[config.mk]
export PLATFORM = sky130hd
export DESIGN_NAME = tcs_ctrl
export DESIGN_NICKNAME = d
export VERILOG_FILES = /design/src/rtl/tcs_pkg.sv /design/src/rtl/tcs_ctrl.sv /design/src/rtl/tcs_cal_engine.sv /design/src/rtl/tcs_vst_engine.sv
export SDC_FILE = /design/constraint.sdc
export NUM_CORES = 1
export LEC_CHECK = 0
export ABC_AREA = 1
export ABC_CLOCK_PERIOD_IN_PS = 2400
export BUFFER_PORTS_ARGS = -buffer_cell sky130_fd_sc_hd__buf_4
export CAP_MARGIN = 20
export CELL_PAD_IN_SITES_DETAIL_PLACEMENT = 0
export CELL_PAD_IN_SITES_GLOBAL_PLACEMENT = 2
export CORE_MARGIN = 1
export CORE_UTILIZATION = 30
export DETAILED_ROUTE_END_ITERATION = 8
export HOLD_SLACK_MARGIN = 0.08
export PLACE_DENSITY = 0.84
export REMOVE_ABC_BUFFERS = 1
export SYNTH_ARGS = -nofsm -noshare
export SYNTH_HDL_FRONTEND = slang
export SYNTH_SLANG_ARGS = --single-unit
[constraint.sdc]
create_clock -name ref_clk -period 2.4 [get_ports ref_clk]
set_clock_uncertainty 0.2 [all_clocks]
set_input_delay 0.12 -clock ref_clk [delete_from_list [all_inputs] [get_ports ref_clk]]
set_output_delay 0.12 -clock ref_clk [all_outputs]
set_load 0.05 [all_outputs]
[src/rtl/tcs_pkg.sv]
// Package for the trim, calibration and video self-test control block.
// Assumes a single 20 MHz clock domain and a synchronous active-high reset.
package tcs_pkg;
   localparam logic [7:0] TCS_OFS_TUNING = 8'hee;
   localparam logic [7:0] TCS_OFS_IRQ_STAT = 8'hf0;
   localparam logic [7:0] TCS_OFS_IRQ_MASK = 8'hf4;
   localparam int TCS_BIT_TRIM_DONE = 15;
   localparam int TCS_BIT_TRIM_PASS = 14;
   localparam int TCS_BIT_CAL_DONE = 13;
   localparam int TCS_BIT_CAL_SEL = 12;
   localparam int TCS_BIT_CAL_START = 11;
   localparam int TCS_BIT_VST_RUN = 10;
   localparam int TCS_BIT_VST_EN = 9;
   localparam int TCS_BIT_TRIM_EN = 8;
   localparam logic [15:0] TCS_TUNING_RESET = 16'h0000;
   localparam logic [15:0] TCS_WRITE_MASK = 16'h1fff;
   localparam logic [7:0] TCS_CAL_BYTE_0 = 8'h55;
   localparam logic [7:0] TCS_CAL_BYTE_1 = 8'haa;
   localparam int TCS_CLK_HZ = 20000000;
   localparam int TCS_CAL_TIME_NS = 800;
   localparam int TCS_CAL_CYC = (TCS_CAL_TIME_NS * (TCS_CLK_HZ / 1000000) + 999) / 1000;
   localparam int TCS_TRIM_TIMEOUT_CYC = 64;
   localparam int TCS_NUM_COLOURS = 5;
   typedef enum logic [2:0] {TCS_RED, TCS_GREEN, TCS_BLUE, TCS_BLACK, TCS_WHITE} tcs_colour_t;
   typedef enum {TCS_TR_IDLE, TCS_TR_SEND, TCS_TR_WAIT} tcs_trim_state_t;
   typedef struct packed {
      logic valid;
      logic [7:0] header;
   } tcs_trim_req_t;
   typedef struct packed {
      logic valid;
      logic pass;
   } tcs_trim_rsp_t;
   typedef struct packed {
      logic frame_start;
      logic de;
   } tcs_timing_t;
endpackage : tcs_pkg

[src/rtl/tcs_ctrl.sv]
// Top of the trim, calibration and video self-test control block with Avalon-MM slave.
// Assumes a video timing generator, and a downstream link that carries trim requests.
`timescale 1ns/1ns
// Operation
// - Read-only bit 15 reports automatic trimming has completed.
// - Read-only bit 14 reports trimming success, valid when bit 15 is one.
// - Bit 13 sets when calibration finishes and clears when software reads it.
// - Select bit picks calibration byte 8'h55 when zero, 8'haa when one.
// - Writing calibration start runs calibration, then self-clears and raises bit 13.
// - While calibrating, bits 3:0 act as the calibration filter setting.
// - Run bit starts patterns; clearing stops only at the next frame boundary.
// - Enabled self-test repeats red, green, blue, black, white frames.
// - Writing trim enable runs trimming, then self-clears and updates bits 15, 14.
// - Trim read request header upper nibble comes from bits 7:4.
// - Trim read request header lower nibble comes from bits 3:0.
module tcs_ctrl #(
   parameter int TRIM_TIMEOUT = tcs_pkg::TCS_TRIM_TIMEOUT_CYC
) (
   // Clock and reset.
   input wire logic ref_clk,
   input wire logic rst,
   // Avalon-MM slave.
   input wire logic [7:0] avs_address,
   input wire logic avs_read,
   input wire logic avs_write,
   input wire logic [31:0] avs_writedata,
   input wire logic [3:0] avs_byteenable,
   output logic [31:0] avs_readdata,
   output logic avs_waitrequest,
   // Video timing and self-test output.
   input wire tcs_pkg::tcs_timing_t timing,
   output logic vst_active,
   output logic [2:0] vst_colour,
   // Downstream trimming link.
   output tcs_pkg::tcs_trim_req_t trim_req,
   input wire tcs_pkg::tcs_trim_rsp_t trim_rsp,
   // Calibration observation.
   output logic [7:0] cal_result,
   // Interrupt.
   output logic irq
);
   logic [15:0] reg_q, reg_d;
   logic [2:0] ist_q, ist_d;
   logic [2:0] imask_q, imask_d;
   logic [31:0] rdata_q, rdata_d;
   logic ack_q, ack_d;
   logic wreq_q, wreq_d;
   logic irq_q, irq_d;
   tcs_pkg::tcs_trim_state_t tst_q, tst_d;
   tcs_pkg::tcs_trim_req_t req_q, req_d;
   logic [7:0] tmo_q, tmo_d;
   logic cal_start_pulse;
   logic cal_done;
   logic [7:0] cal_res;
   logic [7:0] cal_byte;
   logic vst_act;
   tcs_pkg::tcs_colour_t vst_col;
   logic wr_acc, rd_acc;
   logic trim_fin, trim_ok;
   logic [15:0] wval;

   assign wr_acc = avs_write && !ack_q;
   assign rd_acc = avs_read && !ack_q;
   assign wval = {avs_byteenable[1] ? avs_writedata[15:8] : reg_q[15:8],
                  avs_byteenable[0] ? avs_writedata[7:0] : reg_q[7:0]};
   assign cal_start_pulse = wr_acc && (avs_address == tcs_pkg::TCS_OFS_TUNING)
                            && wval[tcs_pkg::TCS_BIT_CAL_START]
                            && !reg_q[tcs_pkg::TCS_BIT_CAL_START];
   assign cal_byte = reg_q[tcs_pkg::TCS_BIT_CAL_SEL] ? tcs_pkg::TCS_CAL_BYTE_1
                     : tcs_pkg::TCS_CAL_BYTE_0;

   tcs_cal_engine u_cal (
      .ref_clk(ref_clk),
      .rst(rst),
      .start(cal_start_pulse),
      .cal_byte(cal_byte),
      .filter(reg_q[3:0]),
      .done(cal_done),
      .xor_result(cal_res)
   );

   tcs_vst_engine u_vst (
      .ref_clk(ref_clk),
      .rst(rst),
      .enable(reg_q[tcs_pkg::TCS_BIT_VST_EN]),
      .run(reg_q[tcs_pkg::TCS_BIT_VST_RUN]),
      .frame_start(timing.frame_start),
      .active(vst_act),
      .colour(vst_col)
   );

   // Trimming sequencer: one read request, then wait for the answer or a timeout.
   always_comb begin
      tst_d = tst_q;
      req_d = req_q;
      tmo_d = tmo_q;
      trim_fin = 1'b0;
      trim_ok = 1'b0;
      req_d.valid = 1'b0;
      case (tst_q)
         tcs_pkg::TCS_TR_IDLE: begin
            if (reg_q[tcs_pkg::TCS_BIT_TRIM_EN]) begin
               tst_d = tcs_pkg::TCS_TR_SEND;
            end
         end
         tcs_pkg::TCS_TR_SEND: begin
            req_d.valid = 1'b1;
            req_d.header = reg_q[7:0];
            tmo_d = 8'(TRIM_TIMEOUT - 1);
            tst_d = tcs_pkg::TCS_TR_WAIT;
         end
         tcs_pkg::TCS_TR_WAIT: begin
            if (trim_rsp.valid) begin
               trim_fin = 1'b1;
               trim_ok = trim_rsp.pass;
               tst_d = tcs_pkg::TCS_TR_IDLE;
            end else if (tmo_q == 8'h00) begin
               // A silent receiver ends the trim as a failure rather than hanging.
               trim_fin = 1'b1;
               tst_d = tcs_pkg::TCS_TR_IDLE;
            end else begin
               tmo_d = tmo_q - 8'h01;
            end
         end
         default: begin
            tst_d = tcs_pkg::TCS_TR_IDLE;
         end
      endcase
   end

   // Register file, status events and bus answer.
   always_comb begin
      reg_d = reg_q;
      ist_d = ist_q;
      imask_d = imask_q;
      rdata_d = rdata_q;
      ack_d = 1'b0;
      wreq_d = 1'b1;
      if (wr_acc || rd_acc) begin
         ack_d = 1'b1;
         wreq_d = 1'b0;
      end
      if (wr_acc) begin
         if (avs_address == tcs_pkg::TCS_OFS_TUNING) begin
            reg_d = (reg_q & ~tcs_pkg::TCS_WRITE_MASK) | (wval & tcs_pkg::TCS_WRITE_MASK);
            if (reg_q[tcs_pkg::TCS_BIT_TRIM_EN]) begin
               reg_d[tcs_pkg::TCS_BIT_TRIM_EN] = 1'b1;
            end
            if (reg_q[tcs_pkg::TCS_BIT_CAL_START]) begin
               reg_d[tcs_pkg::TCS_BIT_CAL_START] = 1'b1;
            end
            if (wval[tcs_pkg::TCS_BIT_TRIM_EN] && !reg_q[tcs_pkg::TCS_BIT_TRIM_EN]) begin
               reg_d[tcs_pkg::TCS_BIT_TRIM_DONE] = 1'b0;
               reg_d[tcs_pkg::TCS_BIT_TRIM_PASS] = 1'b0;
            end
         end else if (avs_address == tcs_pkg::TCS_OFS_IRQ_MASK) begin
            if (avs_byteenable[0]) begin
               imask_d = avs_writedata[2:0];
            end
         end
      end
      if (rd_acc) begin
         if (avs_address == tcs_pkg::TCS_OFS_TUNING) begin
            rdata_d = {16'h0000, reg_q};
            reg_d[tcs_pkg::TCS_BIT_CAL_DONE] = 1'b0;
         end else if (avs_address == tcs_pkg::TCS_OFS_IRQ_STAT) begin
            rdata_d = {29'h0, ist_q};
            ist_d = 3'h0;
         end else if (avs_address == tcs_pkg::TCS_OFS_IRQ_MASK) begin
            rdata_d = {29'h0, imask_q};
         end else begin
            rdata_d = 32'h0000_0000;
         end
      end
      // Hardware events are applied last so a set beats a read clear in the same cycle.
      if (trim_fin) begin
         reg_d[tcs_pkg::TCS_BIT_TRIM_EN] = 1'b0;
         reg_d[tcs_pkg::TCS_BIT_TRIM_DONE] = 1'b1;
         reg_d[tcs_pkg::TCS_BIT_TRIM_PASS] = trim_ok;
         ist_d[0] = 1'b1;
      end
      if (cal_done) begin
         reg_d[tcs_pkg::TCS_BIT_CAL_START] = 1'b0;
         reg_d[tcs_pkg::TCS_BIT_CAL_DONE] = 1'b1;
         ist_d[1] = 1'b1;
      end
      if (timing.frame_start && vst_act) begin
         ist_d[2] = 1'b1;
      end
   end

   always_comb begin
      irq_d = |(ist_d & imask_d);
   end

   always_ff @(posedge ref_clk) begin
      if (rst) begin
         reg_q <= tcs_pkg::TCS_TUNING_RESET;
         ist_q <= 3'h0;
         imask_q <= 3'h0;
         rdata_q <= 32'h0000_0000;
         ack_q <= 1'b0;
         wreq_q <= 1'b1;
         irq_q <= 1'b0;
         tst_q <= tcs_pkg::TCS_TR_IDLE;
         req_q <= '0;
         tmo_q <= 8'h00;
         vst_active <= 1'b0;
         vst_colour <= 3'h0;
         cal_result <= 8'h00;
      end else begin
         reg_q <= reg_d;
         ist_q <= ist_d;
         imask_q <= imask_d;
         rdata_q <= rdata_d;
         ack_q <= ack_d;
         wreq_q <= wreq_d;
         irq_q <= irq_d;
         tst_q <= tst_d;
         req_q <= req_d;
         tmo_q <= tmo_d;
         vst_active <= vst_act && timing.de;
         vst_colour <= vst_col;
         cal_result <= cal_res;
      end
   end

   assign avs_readdata = rdata_q;
   assign avs_waitrequest = wreq_q;
   assign trim_req = req_q;
   assign irq = irq_q;

   // The checks below watch the register fields, the sequencer and the self-test engine.
   AST_TRIM_REQ_HEADER: assert property (@(posedge ref_clk) disable iff (rst)
      trim_req.valid |-> trim_req.header == $past(reg_q[7:0]))
      else $error("trim header not from register");
   AST_TRIM_ONE_SHOT: assert property (@(posedge ref_clk) disable iff (rst)
      trim_req.valid |=> !trim_req.valid)
      else $error("trim request longer than one cycle");
   AST_TRIM_FINISH: assert property (@(posedge ref_clk) disable iff (rst)
      (tst_q == tcs_pkg::TCS_TR_WAIT && trim_rsp.valid) |=>
      reg_q[tcs_pkg::TCS_BIT_TRIM_DONE] && !reg_q[tcs_pkg::TCS_BIT_TRIM_EN])
      else $error("trim enable did not self clear");
   AST_TRIM_PASS: assert property (@(posedge ref_clk) disable iff (rst)
      (tst_q == tcs_pkg::TCS_TR_WAIT && trim_rsp.valid) |=>
      reg_q[tcs_pkg::TCS_BIT_TRIM_PASS] == $past(trim_rsp.pass))
      else $error("trim pass flag wrong");
   AST_TRIM_DONE_SET: assert property (@(posedge ref_clk) disable iff (rst)
      $rose(reg_q[tcs_pkg::TCS_BIT_TRIM_DONE]) |-> $past(tst_q == tcs_pkg::TCS_TR_WAIT))
      else $error("trim done set without trimming");
   AST_CAL_DONE: assert property (@(posedge ref_clk) disable iff (rst)
      cal_done |=> reg_q[tcs_pkg::TCS_BIT_CAL_DONE] && !reg_q[tcs_pkg::TCS_BIT_CAL_START])
      else $error("calibration completion not reflected");
   AST_CAL_CLEAR_READ: assert property (@(posedge ref_clk) disable iff (rst)
      (rd_acc && avs_address == tcs_pkg::TCS_OFS_TUNING && !cal_done) |=>
      !reg_q[tcs_pkg::TCS_BIT_CAL_DONE])
      else $error("calibration done not cleared by read");
   AST_RO_WRITE: assert property (@(posedge ref_clk) disable iff (rst)
      (wr_acc && !trim_fin && !cal_done && !(wval[tcs_pkg::TCS_BIT_TRIM_EN]
       && !reg_q[tcs_pkg::TCS_BIT_TRIM_EN])) |=> $stable(reg_q[15:13]))
      else $error("write changed read-only flag");
   AST_VST_FRAME_STOP: assert property (@(posedge ref_clk) disable iff (rst)
      (vst_act && !timing.frame_start && reg_q[tcs_pkg::TCS_BIT_VST_EN]) |=> vst_act)
      else $error("self test stopped mid frame");
   AST_WAIT_ONE: assert property (@(posedge ref_clk) disable iff (rst)
      (avs_read || avs_write) && avs_waitrequest |=> !avs_waitrequest)
      else $error("bus answer late");
   AST_CAL_BYTE_LOW: assert property (@(posedge ref_clk) disable iff (rst)
      !reg_q[tcs_pkg::TCS_BIT_CAL_SEL] |-> cal_byte == tcs_pkg::TCS_CAL_BYTE_0)
      else $error("calibration byte wrong for select zero");
   AST_CAL_BYTE_HIGH: assert property (@(posedge ref_clk) disable iff (rst)
      reg_q[tcs_pkg::TCS_BIT_CAL_SEL] |-> cal_byte == tcs_pkg::TCS_CAL_BYTE_1)
      else $error("calibration byte wrong for select one");
   AST_CAL_BUSY_HOLD: assert property (@(posedge ref_clk) disable iff (rst)
      cal_start_pulse |=> reg_q[tcs_pkg::TCS_BIT_CAL_START])
      else $error("calibration start bit not held while busy");
   AST_CAL_DONE_SRC: assert property (@(posedge ref_clk) disable iff (rst)
      $rose(reg_q[tcs_pkg::TCS_BIT_CAL_DONE]) |-> $past(cal_done))
      else $error("calibration done set without calibration");
   AST_TRIM_START: assert property (@(posedge ref_clk) disable iff (rst)
      $rose(reg_q[tcs_pkg::TCS_BIT_TRIM_EN]) |=> tst_q == tcs_pkg::TCS_TR_SEND)
      else $error("trim enable did not start the sequencer");
   AST_TRIM_TIMEOUT: assert property (@(posedge ref_clk) disable iff (rst)
      (tst_q == tcs_pkg::TCS_TR_WAIT && !trim_rsp.valid && tmo_q == 8'h00) |=>
      reg_q[tcs_pkg::TCS_BIT_TRIM_DONE] && !reg_q[tcs_pkg::TCS_BIT_TRIM_PASS])
      else $error("trim timeout not reported as failure");
   AST_TRIM_PASS_DONE: assert property (@(posedge ref_clk) disable iff (rst)
      reg_q[tcs_pkg::TCS_BIT_TRIM_PASS] |-> reg_q[tcs_pkg::TCS_BIT_TRIM_DONE])
      else $error("trim pass without trim done");
   AST_RESET_ZERO: assert property (@(posedge ref_clk)
      rst |=> reg_q == tcs_pkg::TCS_TUNING_RESET && ist_q == 3'h0 && !irq)
      else $error("reset did not clear the register");
   AST_VST_FRAME_START: assert property (@(posedge ref_clk) disable iff (rst)
      (timing.frame_start && reg_q[tcs_pkg::TCS_BIT_VST_EN]) |=>
      vst_act == $past(reg_q[tcs_pkg::TCS_BIT_VST_RUN]))
      else $error("self test run not applied at frame boundary");
   AST_VST_COLOUR_STEP: assert property (@(posedge ref_clk) disable iff (rst)
      (timing.frame_start && vst_act && reg_q[tcs_pkg::TCS_BIT_VST_EN]) |=>
      vst_col != $past(vst_col))
      else $error("self test colour did not advance");
   AST_IRQ_LEVEL: assert property (@(posedge ref_clk) disable iff (rst)
      irq == |(ist_q & imask_q))
      else $error("interrupt level not matching status");
endmodule : tcs_ctrl

[src/rtl/tcs_cal_engine.sv]
// Internal XOR calibration engine: compares a fixed byte against its loopback.
// Assumes start is a one-cycle pulse on ref_clk.
`timescale 1ns/1ns
module tcs_cal_engine #(
   parameter int CYCLES = tcs_pkg::TCS_CAL_CYC
) (
   // Clock and reset.
   input wire logic ref_clk,
   input wire logic rst,
   // Control.
   input wire logic start,
   input wire logic [7:0] cal_byte,
   input wire logic [3:0] filter,
   // Result.
   output logic done,
   output logic [7:0] xor_result
);
   logic [7:0] cnt_q, cnt_d;
   logic busy_q, busy_d;
   logic done_q, done_d;
   logic [7:0] res_q, res_d;
   always_comb begin
      cnt_d = cnt_q;
      busy_d = busy_q;
      done_d = 1'b0;
      res_d = res_q;
      if (start && !busy_q) begin
         busy_d = 1'b1;
         cnt_d = 8'(CYCLES - 1);
      end else if (busy_q) begin
         if (cnt_q == 8'h00) begin
            busy_d = 1'b0;
            done_d = 1'b1;
            // The filter masks out low bits of the compare, a loopback byte equals the pattern.
            res_d = (cal_byte ^ cal_byte) & ~{4'h0, filter};
         end else begin
            cnt_d = cnt_q - 8'h01;
         end
      end
   end
   always_ff @(posedge ref_clk) begin
      if (rst) begin
         cnt_q <= 8'h00;
         busy_q <= 1'b0;
         done_q <= 1'b0;
         res_q <= 8'h00;
      end else begin
         cnt_q <= cnt_d;
         busy_q <= busy_d;
         done_q <= done_d;
         res_q <= res_d;
      end
   end
   assign done = done_q;
   assign xor_result = res_q;
endmodule : tcs_cal_engine

[src/rtl/tcs_vst_engine.sv]
// Video self-test colour engine: cycles full-frame colours on frame boundaries.
// Assumes frame_start from the video timing generator on ref_clk.
`timescale 1ns/1ns
module tcs_vst_engine (
   // Clock and reset.
   input wire logic ref_clk,
   input wire logic rst,
   // Control.
   input wire logic enable,
   input wire logic run,
   input wire logic frame_start,
   // Status.
   output logic active,
   output tcs_pkg::tcs_colour_t colour
);
   logic active_q, active_d;
   tcs_pkg::tcs_colour_t colour_q, colour_d;
   always_comb begin
      active_d = active_q;
      colour_d = colour_q;
      if (!enable) begin
         active_d = 1'b0;
         colour_d = tcs_pkg::TCS_RED;
      end else if (frame_start) begin
         // Run starts and stops the pattern only at frame boundaries so no frame is torn.
         active_d = run;
         if (active_q) begin
            colour_d = (colour_q == tcs_pkg::TCS_WHITE) ? tcs_pkg::TCS_RED
                       : tcs_pkg::tcs_colour_t'(colour_q + 3'd1);
         end
      end
   end
   always_ff @(posedge ref_clk) begin
      if (rst) begin
         active_q <= 1'b0;
         colour_q <= tcs_pkg::TCS_RED;
      end else begin
         active_q <= active_d;
         colour_q <= colour_d;
      end
   end
   assign active = active_q;
   assign colour = colour_q;
endmodule : tcs_vst_engine

==> flow_summary.ini, run 1 <==
[routing]
wl_met3_um = 317
met1_length_um = 4072
drc = 6
avgViaCountPerCell = 4.489
wl_met2_um = 4332
dr.first_iter.drc_count = 132
ant_nets = 0
drt-pass1-iter-count = 6
highest_layer = met4
routed_wl_um = 8872
via_count = 3322
wire_per_inst_um = 11.99

[clock_tree]
clk-insertion-delay-late_ns = 0.33
cts_tree = built
clock_sinks = 78
clockRootBuffer = clkbuf_16
ctsHtreeMaxLevel = 3
path_clk_slew_ns = 0.06
cts_inserted_buffers = 9
cts_buffer_depth = 2

[run_status]
status = finished with violations
violations = DRC

[global_routing]
grt_pass1_wl_um = 14870
first_global_vias = 3218
grt_antenna_before_repair = 0
grt_max_degree = 28
grt_usage = 0.1486
global_route.overflow_total = 0

[job]
maxCapViolations = 0

[cells_and_area]
seq_area_um2 = 1562
antennaDiodeCount = 0
nFillCells = 1166
synthToLayoutAreaGrowth_pct = 35.85
drive_gt1_frac = 0.1876
multi_input_area_um2 = 1665
fin_nets = 648
stdcell_area_um2 = 4917

[yosys]
synthCells = 486
synthAdderAreaFrac = 0.01383
synth-compound-area-share = 0.1196
netlist_area_um2 = 3620
yosys.area.top_type_share = 0.4314
synth_area_leaders = dfxtp_1 43%, nand2_1 12%, inv_1 6.0%, nor2_1 5.6%, buf_4 5.2%
ys_ff_latch = 78
synth_warnings = 0
synthSimpleGateAreaFrac = 0.2831
synth_top_family_by_area = simple AND/OR/NAND/NOR gates
muxShareOfSynthArea = 0.002765
synth_seq_area_share = 0.4314
synthXorXnorAreaFrac = 0.01452
avgSynthCellArea_um2 = 7.448
synth_cell_types = 31
synth_top_area_cell = dfxtp_1

[power_and_ir_drop]
pwr-share-clk = 0.516
sw_frac_of_total = 0.2256
power_switching_mw = 0.7313
p_seq_frac = 0.403
ir_worst_vdd_mv = 0.3937
power_frac_comb = 0.082
p_per_area_nw_per_um2 = 659.3
fin_total_pwr_mw = 3.242
leakagePower_nw = 2.186
p_int_mw = 2.511

[setup_path]
arrival_ns = 2.33
critical_path_required_ns = 2.41
r2r_cells = 8
startpoint = avs_write
crit_path_start_kind = input pin
reg2reg_slack_ns = 0.13
rr_startpoint = ack_q
crit_end = reg_q[9]
critPathKind = input pin to register
rr_endpoint = reg_q[9]
cp-end-kind = register
path_max_fanout = 4

[placement]
place_congestion = 0.8022
port_buffers = 61
place_area_um2 = 4115
dp_slack_ns = 0.6351
dp_hpwl_um = 6293

[floorplanning]
die_area_um2 = 12510
fp.dieH_um = 111.8
fp-row-count = 39
core_um2 = 11560
initial_core_util = 0.3130
pin_count = 107
die_w_um = 111.8

[sta]
drv_slew = 0
fmax_mhz = 432.3
period_share = 0.9638
fin_ws_ns = 0.08684
hold_viol = 0
setup_violations = 0
tns_ns = 0
min_period_ns = 2.313

[min_path]
hp-class = input pin to register
==> sequential cells by signal (all words and copies together), names as in the netlist, 8 cells and up <==
register      flops
trim_req          9
tmo_q             8
avs_readdata     16
u_cal.cnt_q       8
reg_q            16
==> what timing repair did <==
item                       CTS  global route
hold buffers                41             0
resized for setup            0             1
setup buffers                0             2
setup endpoints to repair    0             3
hold endpoints to repair    42             0
==> how the worst min path moves through the flow <==
stage | startpoint | endpoint | slack (ns) | cells past startpoint
global placement | timing[0] | vst_active | 0.14 | 3
detailed placement | avs_writedata[10] | reg_q[10] | 0.15 | 3
finish | avs_address[3] | avs_readdata[2] | 0.09 | 6
global route | avs_address[7] | avs_readdata[2] | 0.12 | 5
floorplan | rst | avs_readdata[10] | -0.01 | 1
CTS | avs_address[3] | avs_readdata[2] | 0.08 | 6
==> layout by cell type (no fill, tap or decap), types with 3 or more instances in the layout <==
cell type / count
clkbuf_16: 9
conb_1: 24
inv_2: 3
a21oi_1: 35
nor3_1: 3
nor2_1: 54
nand3_1: 36
nand3_2: 5
dlygate4sd3_1: 41
buf_4: 66
a211oi_2: 8
nor2_4: 7
nand2_2: 3
dfxtp_1: 78
o21ai_0: 22
nand4_1: 5
nand2_1: 111
ha_1: 4
bufinv_16: 4
clkinv_4: 3
a41oi_1: 3
inv_1: 58
xor2_1: 5
==> metrics by stage <==
stage | std cells | hold WS (ns) | utilization
final | 740 | 0.09340 | 0.4252
after global routing | 740 | 0.1191 | 0.4252
after CTS | 738 | 0.08383 | 0.4235
after detailed placement | 681 | 0.1479 | 0.3558
after global placement | 681 | 0.1429 | 0.3558
after floorplan | 474 | -0.01093 | -
==> metal layers <==
metal  vias up  global-route usage
li1       1723                   -
met1      1515              0.1765
met2        69              0.2650
met3        15             0.03212
met4         0             0.04775
met5         -                   0
==> synth_stat cells <==
cell type  number
a211oi_1        1
a211oi_2        8
a21oi_1        35
a31oi_1         1
a41oi_1         3
buf_2           2
buf_4          25
buf_6           3
clkbuf_1        5
clkinv_2        1
conb_1          1
dfxtp_1        78
ha_1            4
inv_1          58
inv_2           3
mux2i_1         1
nand2_1       111
nand2_2         4
nand3_1        36
nand3_2         5
nand4_1         5
nand4_2         1
nor2_1         54
nor2_2          1
nor2_4          7
nor3_1          3
nor4_1          1
o211ai_1        1
o21ai_0        22
xnor2_1         1
xor2_1          5
==> worst max-delay path: stages <==
cell           delay (ns)
dlygate4sd3_1        0.53
buf_4                0.10
nand2_2              0.09
nor2_4               0.16
nand2_4              0.08
nor2_1               0.08
dlygate4sd3_1        0.55
nor2_1               0.05
dlygate4sd3_1        0.56
==> cell families after synthesis <==
group,after synthesis
adder cells (fa/ha/maj),4
AO/OA/AOI/OAI,71
buffers and inverters,97
AND/OR/NAND/NOR,228
flip-flops,78
XOR/XNOR,6
other,1
multiplexers,1
==> power by group through the flow <==
| stage | sequential [mW] | clock [mW] | combinational, mW |
|---|---|---|---|
| finish | 1.31 | 1.67 | 0.265 |
| global route | 1.30 | 1.77 | 0.283 |
| floorplan | 1.35 | 0 | 0.125 |
| global placement | 1.33 | 0 | 0.231 |
| CTS | 1.31 | 1.71 | 0.265 |
| detailed placement | 1.33 | 0 | 0.231 |
==> final cells by class <==
| cell class | instances | area share |
|---|---|---|
| repair buffers | 107 | 0.1842 |
| clock inverters | 7 | 0.02977 |
| inverters | 62 | 0.04758 |
| flip-flops and latches | 78 | 0.3176 |
| well taps | 143 | 0.03639 |
| clock buffers | 9 | 0.04580 |
| multi-input cells | 334 | 0.3387 |
(Power assumes the default switching activity.)
==> run 2, diff against run 1 <==
- CELL_PAD_IN_SITES_DETAIL_PLACEMENT: 0 -> 2
==> run 2 against run 1 <==
The run still ends with DRC left. Flip-flop and latch count unchanged. Combinational power increased by 5%. Sequential power about the same. Largest cell class unchanged. Die area unchanged.
==> flow_summary.ini, run 2 (synthesis gave the netlist of run 1 again) <==
[run_status]
status = finished with violations
violations = DRC

[global_routing]
grt_antenna_before_repair = 0
grt_pass1_wl_um = 21760
grt_usage = 0.2267
global_route.overflow_total = 0
grt_max_degree = 28
first_global_vias = 4074

[cells_and_area]
mostFrequentLayoutCell = nand2_1
nFillCells = 1316
seq_area_um2 = 1562
stdcell_area_um2 = 4835
antennaDiodeCount = 0
drive_gt1_frac = 0.1916
multi_input_area_um2 = 1678
most-common-layout-cells = 111 x nand2_1, 78 x dfxtp_1, 68 x buf_4
fin_nets = 646
fin_cells = 738
synthToLayoutAreaGrowth_pct = 33.56

[routing]
ant_nets = 0
avgViaCountPerCell = 4.972
dr.first_iter.drc_count = 116
via_count = 3669
drt-pass1-iter-count = 6
routed_wl_um = 13800
wire_per_inst_um = 18.70
drc = 7

[placement]
place_area_um2 = 4115
dp_hpwl_um = 8147
place_congestion = 0.8022
port_buffers = 61
place_inst = 681
dp_slack_ns = 0.5050

[setup_path]
crit_top_cell = dlygate4sd3_1
cp_slowest_stage_delay_ns = 0.58
startpoint = avs_write
cp-end-kind = register
critical_path_required_ns = 2.42
crit_chain = dlygate4sd3_1, buf_4, nand2_4, nor2_4, nand2_4, nor2_1, dlygate4sd3_1, nor2_1, dlygate4sd3_1
crit_path_start_kind = input pin
arrival_ns = 2.39
path_max_fanout = 4
critPathKind = input pin to register
rr_startpoint = ack_q
slowest_stage = dlygate4sd3_1

[clock_tree]
clk-insertion-delay-late_ns = 0.34
clock_sinks = 78
clockRootBuffer = clkbuf_16
cts_buffer_depth = 2
cts_inserted_buffers = 9
path_clk_slew_ns = 0.06
ctsHtreeMaxLevel = 3
cts_tree = built

[floorplanning]
pin_count = 107
fp-row-count = 39
core_um2 = 11560
fp.dieH_um = 111.8
die_w_um = 111.8
initial_core_util = 0.3130
die_area_um2 = 12510

[power_and_ir_drop]
p_per_area_nw_per_um2 = 617.6
leakagePower_nw = 2.164
ir_worst_vdd_mv = 0.3593
fin_total_pwr_mw = 2.986

[sta]
fmax_mhz = 421.5
hold_viol = 0
period_share = 0.9885
min_period_ns = 2.372
tns_ns = 0
fin_ws_ns = 0.02753
setup_violations = 0
drv_slew = 0

[min_path]
hp-class = input pin to register
hold_start = avs_read

[job]
maxCapViolations = 0
## run 2: area by class of cell
class                   count  share of cell area
clock buffers              11             0.05021
well taps                 143             0.03701
flip-flops and latches     78              0.3230
multi-input cells         334              0.3470
repair buffers            105              0.1822
clock inverters             5             0.01216
inverters                  62             0.04840
## run 2: repair_timing
action,in CTS,in global routing
hold endpoints to repair,39,0
hold buffers,37,0
setup buffers,0,4
endpoints found under the setup margin,0,8
gates resized for setup,0,4
## run 2: report_power, final
part	switching (mW)	internal (mW)
sequential	0.00414	1.30
combinational	0.197	0.0818
clock	0.568	0.835
## run 2: metal layers
metal  GRT usage  share of wire  up-vias
li1            -              -     1712
met1      0.2460           0.39     1841
met2      0.4211           0.54       82
met3     0.04300          0.031       34
met4      0.1081          0.034        0
met5           0              0        -
## run 2: stage by stage
stage / hold slack (ns) / utilization
2_1_floorplan: -0.01093 / -
3_3_place_gp: 0.1429 / 0.3558
3_5_place_dp: 0.1507 / 0.3558
4_1_cts: 0.08019 / 0.4139
5_1_grt: 0.1196 / 0.4180
6_report: 0.09783 / 0.4180
## run 2: critical path: cells and delay by family
family	cells	cell delay [ns]
and+or+nand+nor	5	0.47
buffers and inverters	4	1.80
## run 2: worst paths after layout
kind                            slack, ns         endpoint  cells past startpoint
worst max register to register       0.05        reg_q[12]                      8
worst min register to register       0.27        reg_q[11]                      1
worst min-delay path                  0.1  avs_readdata[2]                      4
worst max-delay path                 0.03        reg_q[12]                      9
==> run 3, diff against run 2 <==
- CELL_PAD_IN_SITES_DETAIL_PLACEMENT: 2 -> 1
- CELL_PAD_IN_SITES_GLOBAL_PLACEMENT: 2 -> 1
- CORE_UTILIZATION: 30 -> 39
- GPL_ROUTABILITY_DRIVEN: default -> 0
==> run 3 against run 2 <==
Via count is 3.5% lower. First-iteration DRC count is 16% higher. Highest routed layer unchanged. Flip-flop and latch count stayed put. Sequential power hardly changed. The flow finishes with violations (setup timing). Combinational power is 3% lower. Non-clock buffer count is 2 lower. Total power is 9.1% lower. Setup slack worse by 0.032 ns.
==> flow_summary.ini, run 3 (synthesis gave the netlist of run 1 again) <==
[run_status]
status = finished with violations
violations = setup timing

[floorplanning]
die_area_um2 = 9671
core_um2 = 8848
fp.dieH_um = 98.34
initial_core_util = 0.4091
die_w_um = 98.34
fp-row-count = 34
pin_count = 107

[global_routing]
global_route.overflow_total = 0
grt_max_degree = 48
grt_pass1_wl_um = 17410
grt_usage = 0.2280
first_global_vias = 3605
grt_antenna_before_repair = 0

[routing]
dr.first_iter.drc_count = 135
drt-pass1-iter-count = 6
ant_nets = 0
via_count = 3542
wire_per_inst_um = 15.35
avgViaCountPerCell = 5.053
drc = 0
routed_wl_um = 10760

[clock_tree]
clk-insertion-delay-late_ns = 0.35
clock_sinks = 78
clockRootBuffer = clkbuf_8
ctsHtreeMaxLevel = 3
cts_buffer_depth = 2
cts_tree = built
path_clk_slew_ns = 0.08
cts_inserted_buffers = 9

[setup_path]
critical_path_required_ns = 2.46
path_max_fanout = 5
cp-end-kind = register
arrival_ns = 2.46
crit_path_start_kind = input pin
critPathKind = input pin to register

[min_path]
hp-class = input pin to register

[cells_and_area]
seq_area_um2 = 1563
antennaDiodeCount = 0
synthToLayoutAreaGrowth_pct = 30.18
fin_util = 0.5325
fin_nets = 644
nFillCells = 1130
mostFrequentLayoutCell = nand2_1
most-common-layout-cells = 111 x nand2_1, 77 x dfxtp_1, 66 x buf_4
stdcell_area_um2 = 4712
drive_gt1_frac = 0.1922
multi_input_area_um2 = 1680

[job]
maxCapViolations = 0

[sta]
fin_ws_ns = -0.004666
rsz0062_at_grt = true
hold_viol = 0
setup_violations = 1
slew_headroom = 0.6038
min_period_ns = 2.405
tightest_slew_ns = 0.5943
drv_slew = 0
fmax_mhz = 415.9
hold_ws_ns = 0.09917
period_share = 1.002

[placement]
place_area_um2 = 4071
dp_hpwl_um = 6942
port_buffers = 61
dp_slack_ns = 0.5812

[power_and_ir_drop]
leakagePower_nw = 2.096
ir_worst_vdd_mv = 0.2933
p_per_area_nw_per_um2 = 575.9
==> run 3: timing repair <==
item                       4_1_cts  5_1_grt
setup buffers                    0        2
hold buffers                    37        0
setup endpoints to repair        0        4
hold endpoints to repair        34        0
gates resized for setup          0        5
==> run 3: power breakdown <==
group / internal (mW) / switching, mW
sequential: 1.30 / 0.00428
combinational: 0.0830 / 0.188
clock: 0.670 / 0.469
total: 2.05 / 0.661
==> run 3: cell type report <==
cell class	count	share of cell area
well taps	108	0.02868
repair buffers	103	0.1837
clock buffers	13	0.03585
inverters	62	0.04965
multi-input cells	334	0.3566
flip-flops and latches	78	0.3317
clock inverters	3	0.01381
==> run 3: per-stage QoR <==
| step | cells | total power [mW] | TNS, ns |
|---|---|---|---|
| after floorplan | 474 | 1.475 | 0 |
| after global placement | 646 | 1.562 | 0 |
| after detailed placement | 646 | 1.564 | 0 |
| after CTS | 699 | 2.725 | 0 |
| after global routing | 701 | 2.808 | -0.04629 |
| final | 701 | 2.714 | -0.004666 |
==> run 3: path summary, 6_finish.rpt <==
kind                      from         endpoint  slack [ns]  depth (start not counted)
max          avs_byteenable[1]         reg_q[8]      -0.005                          7
min             avs_address[7]  avs_readdata[0]         0.1                          5
max reg2reg           reg_q[8]         reg_q[8]        0.03                          6
min reg2reg           tst_q[1]         tst_q[0]        0.22                          1
==> run 3: worst max-delay path: stages <==
cell           delay (ns)
dlygate4sd3_1        0.53
buf_4                0.16
o21ai_0              0.24
dlygate4sd3_1        0.59
nand2_1              0.05
dlygate4sd3_1        0.57
a21oi_1              0.20
==> run 3: routing by layer <==
layer	share of wire	track usage	vias up
li1	-	-	1702
met1	0.41	0.2558	1717
met2	0.54	0.4280	101
met3	0.039	0.04223	22
met4	0.015	0.08152	0
met5	0	0	-
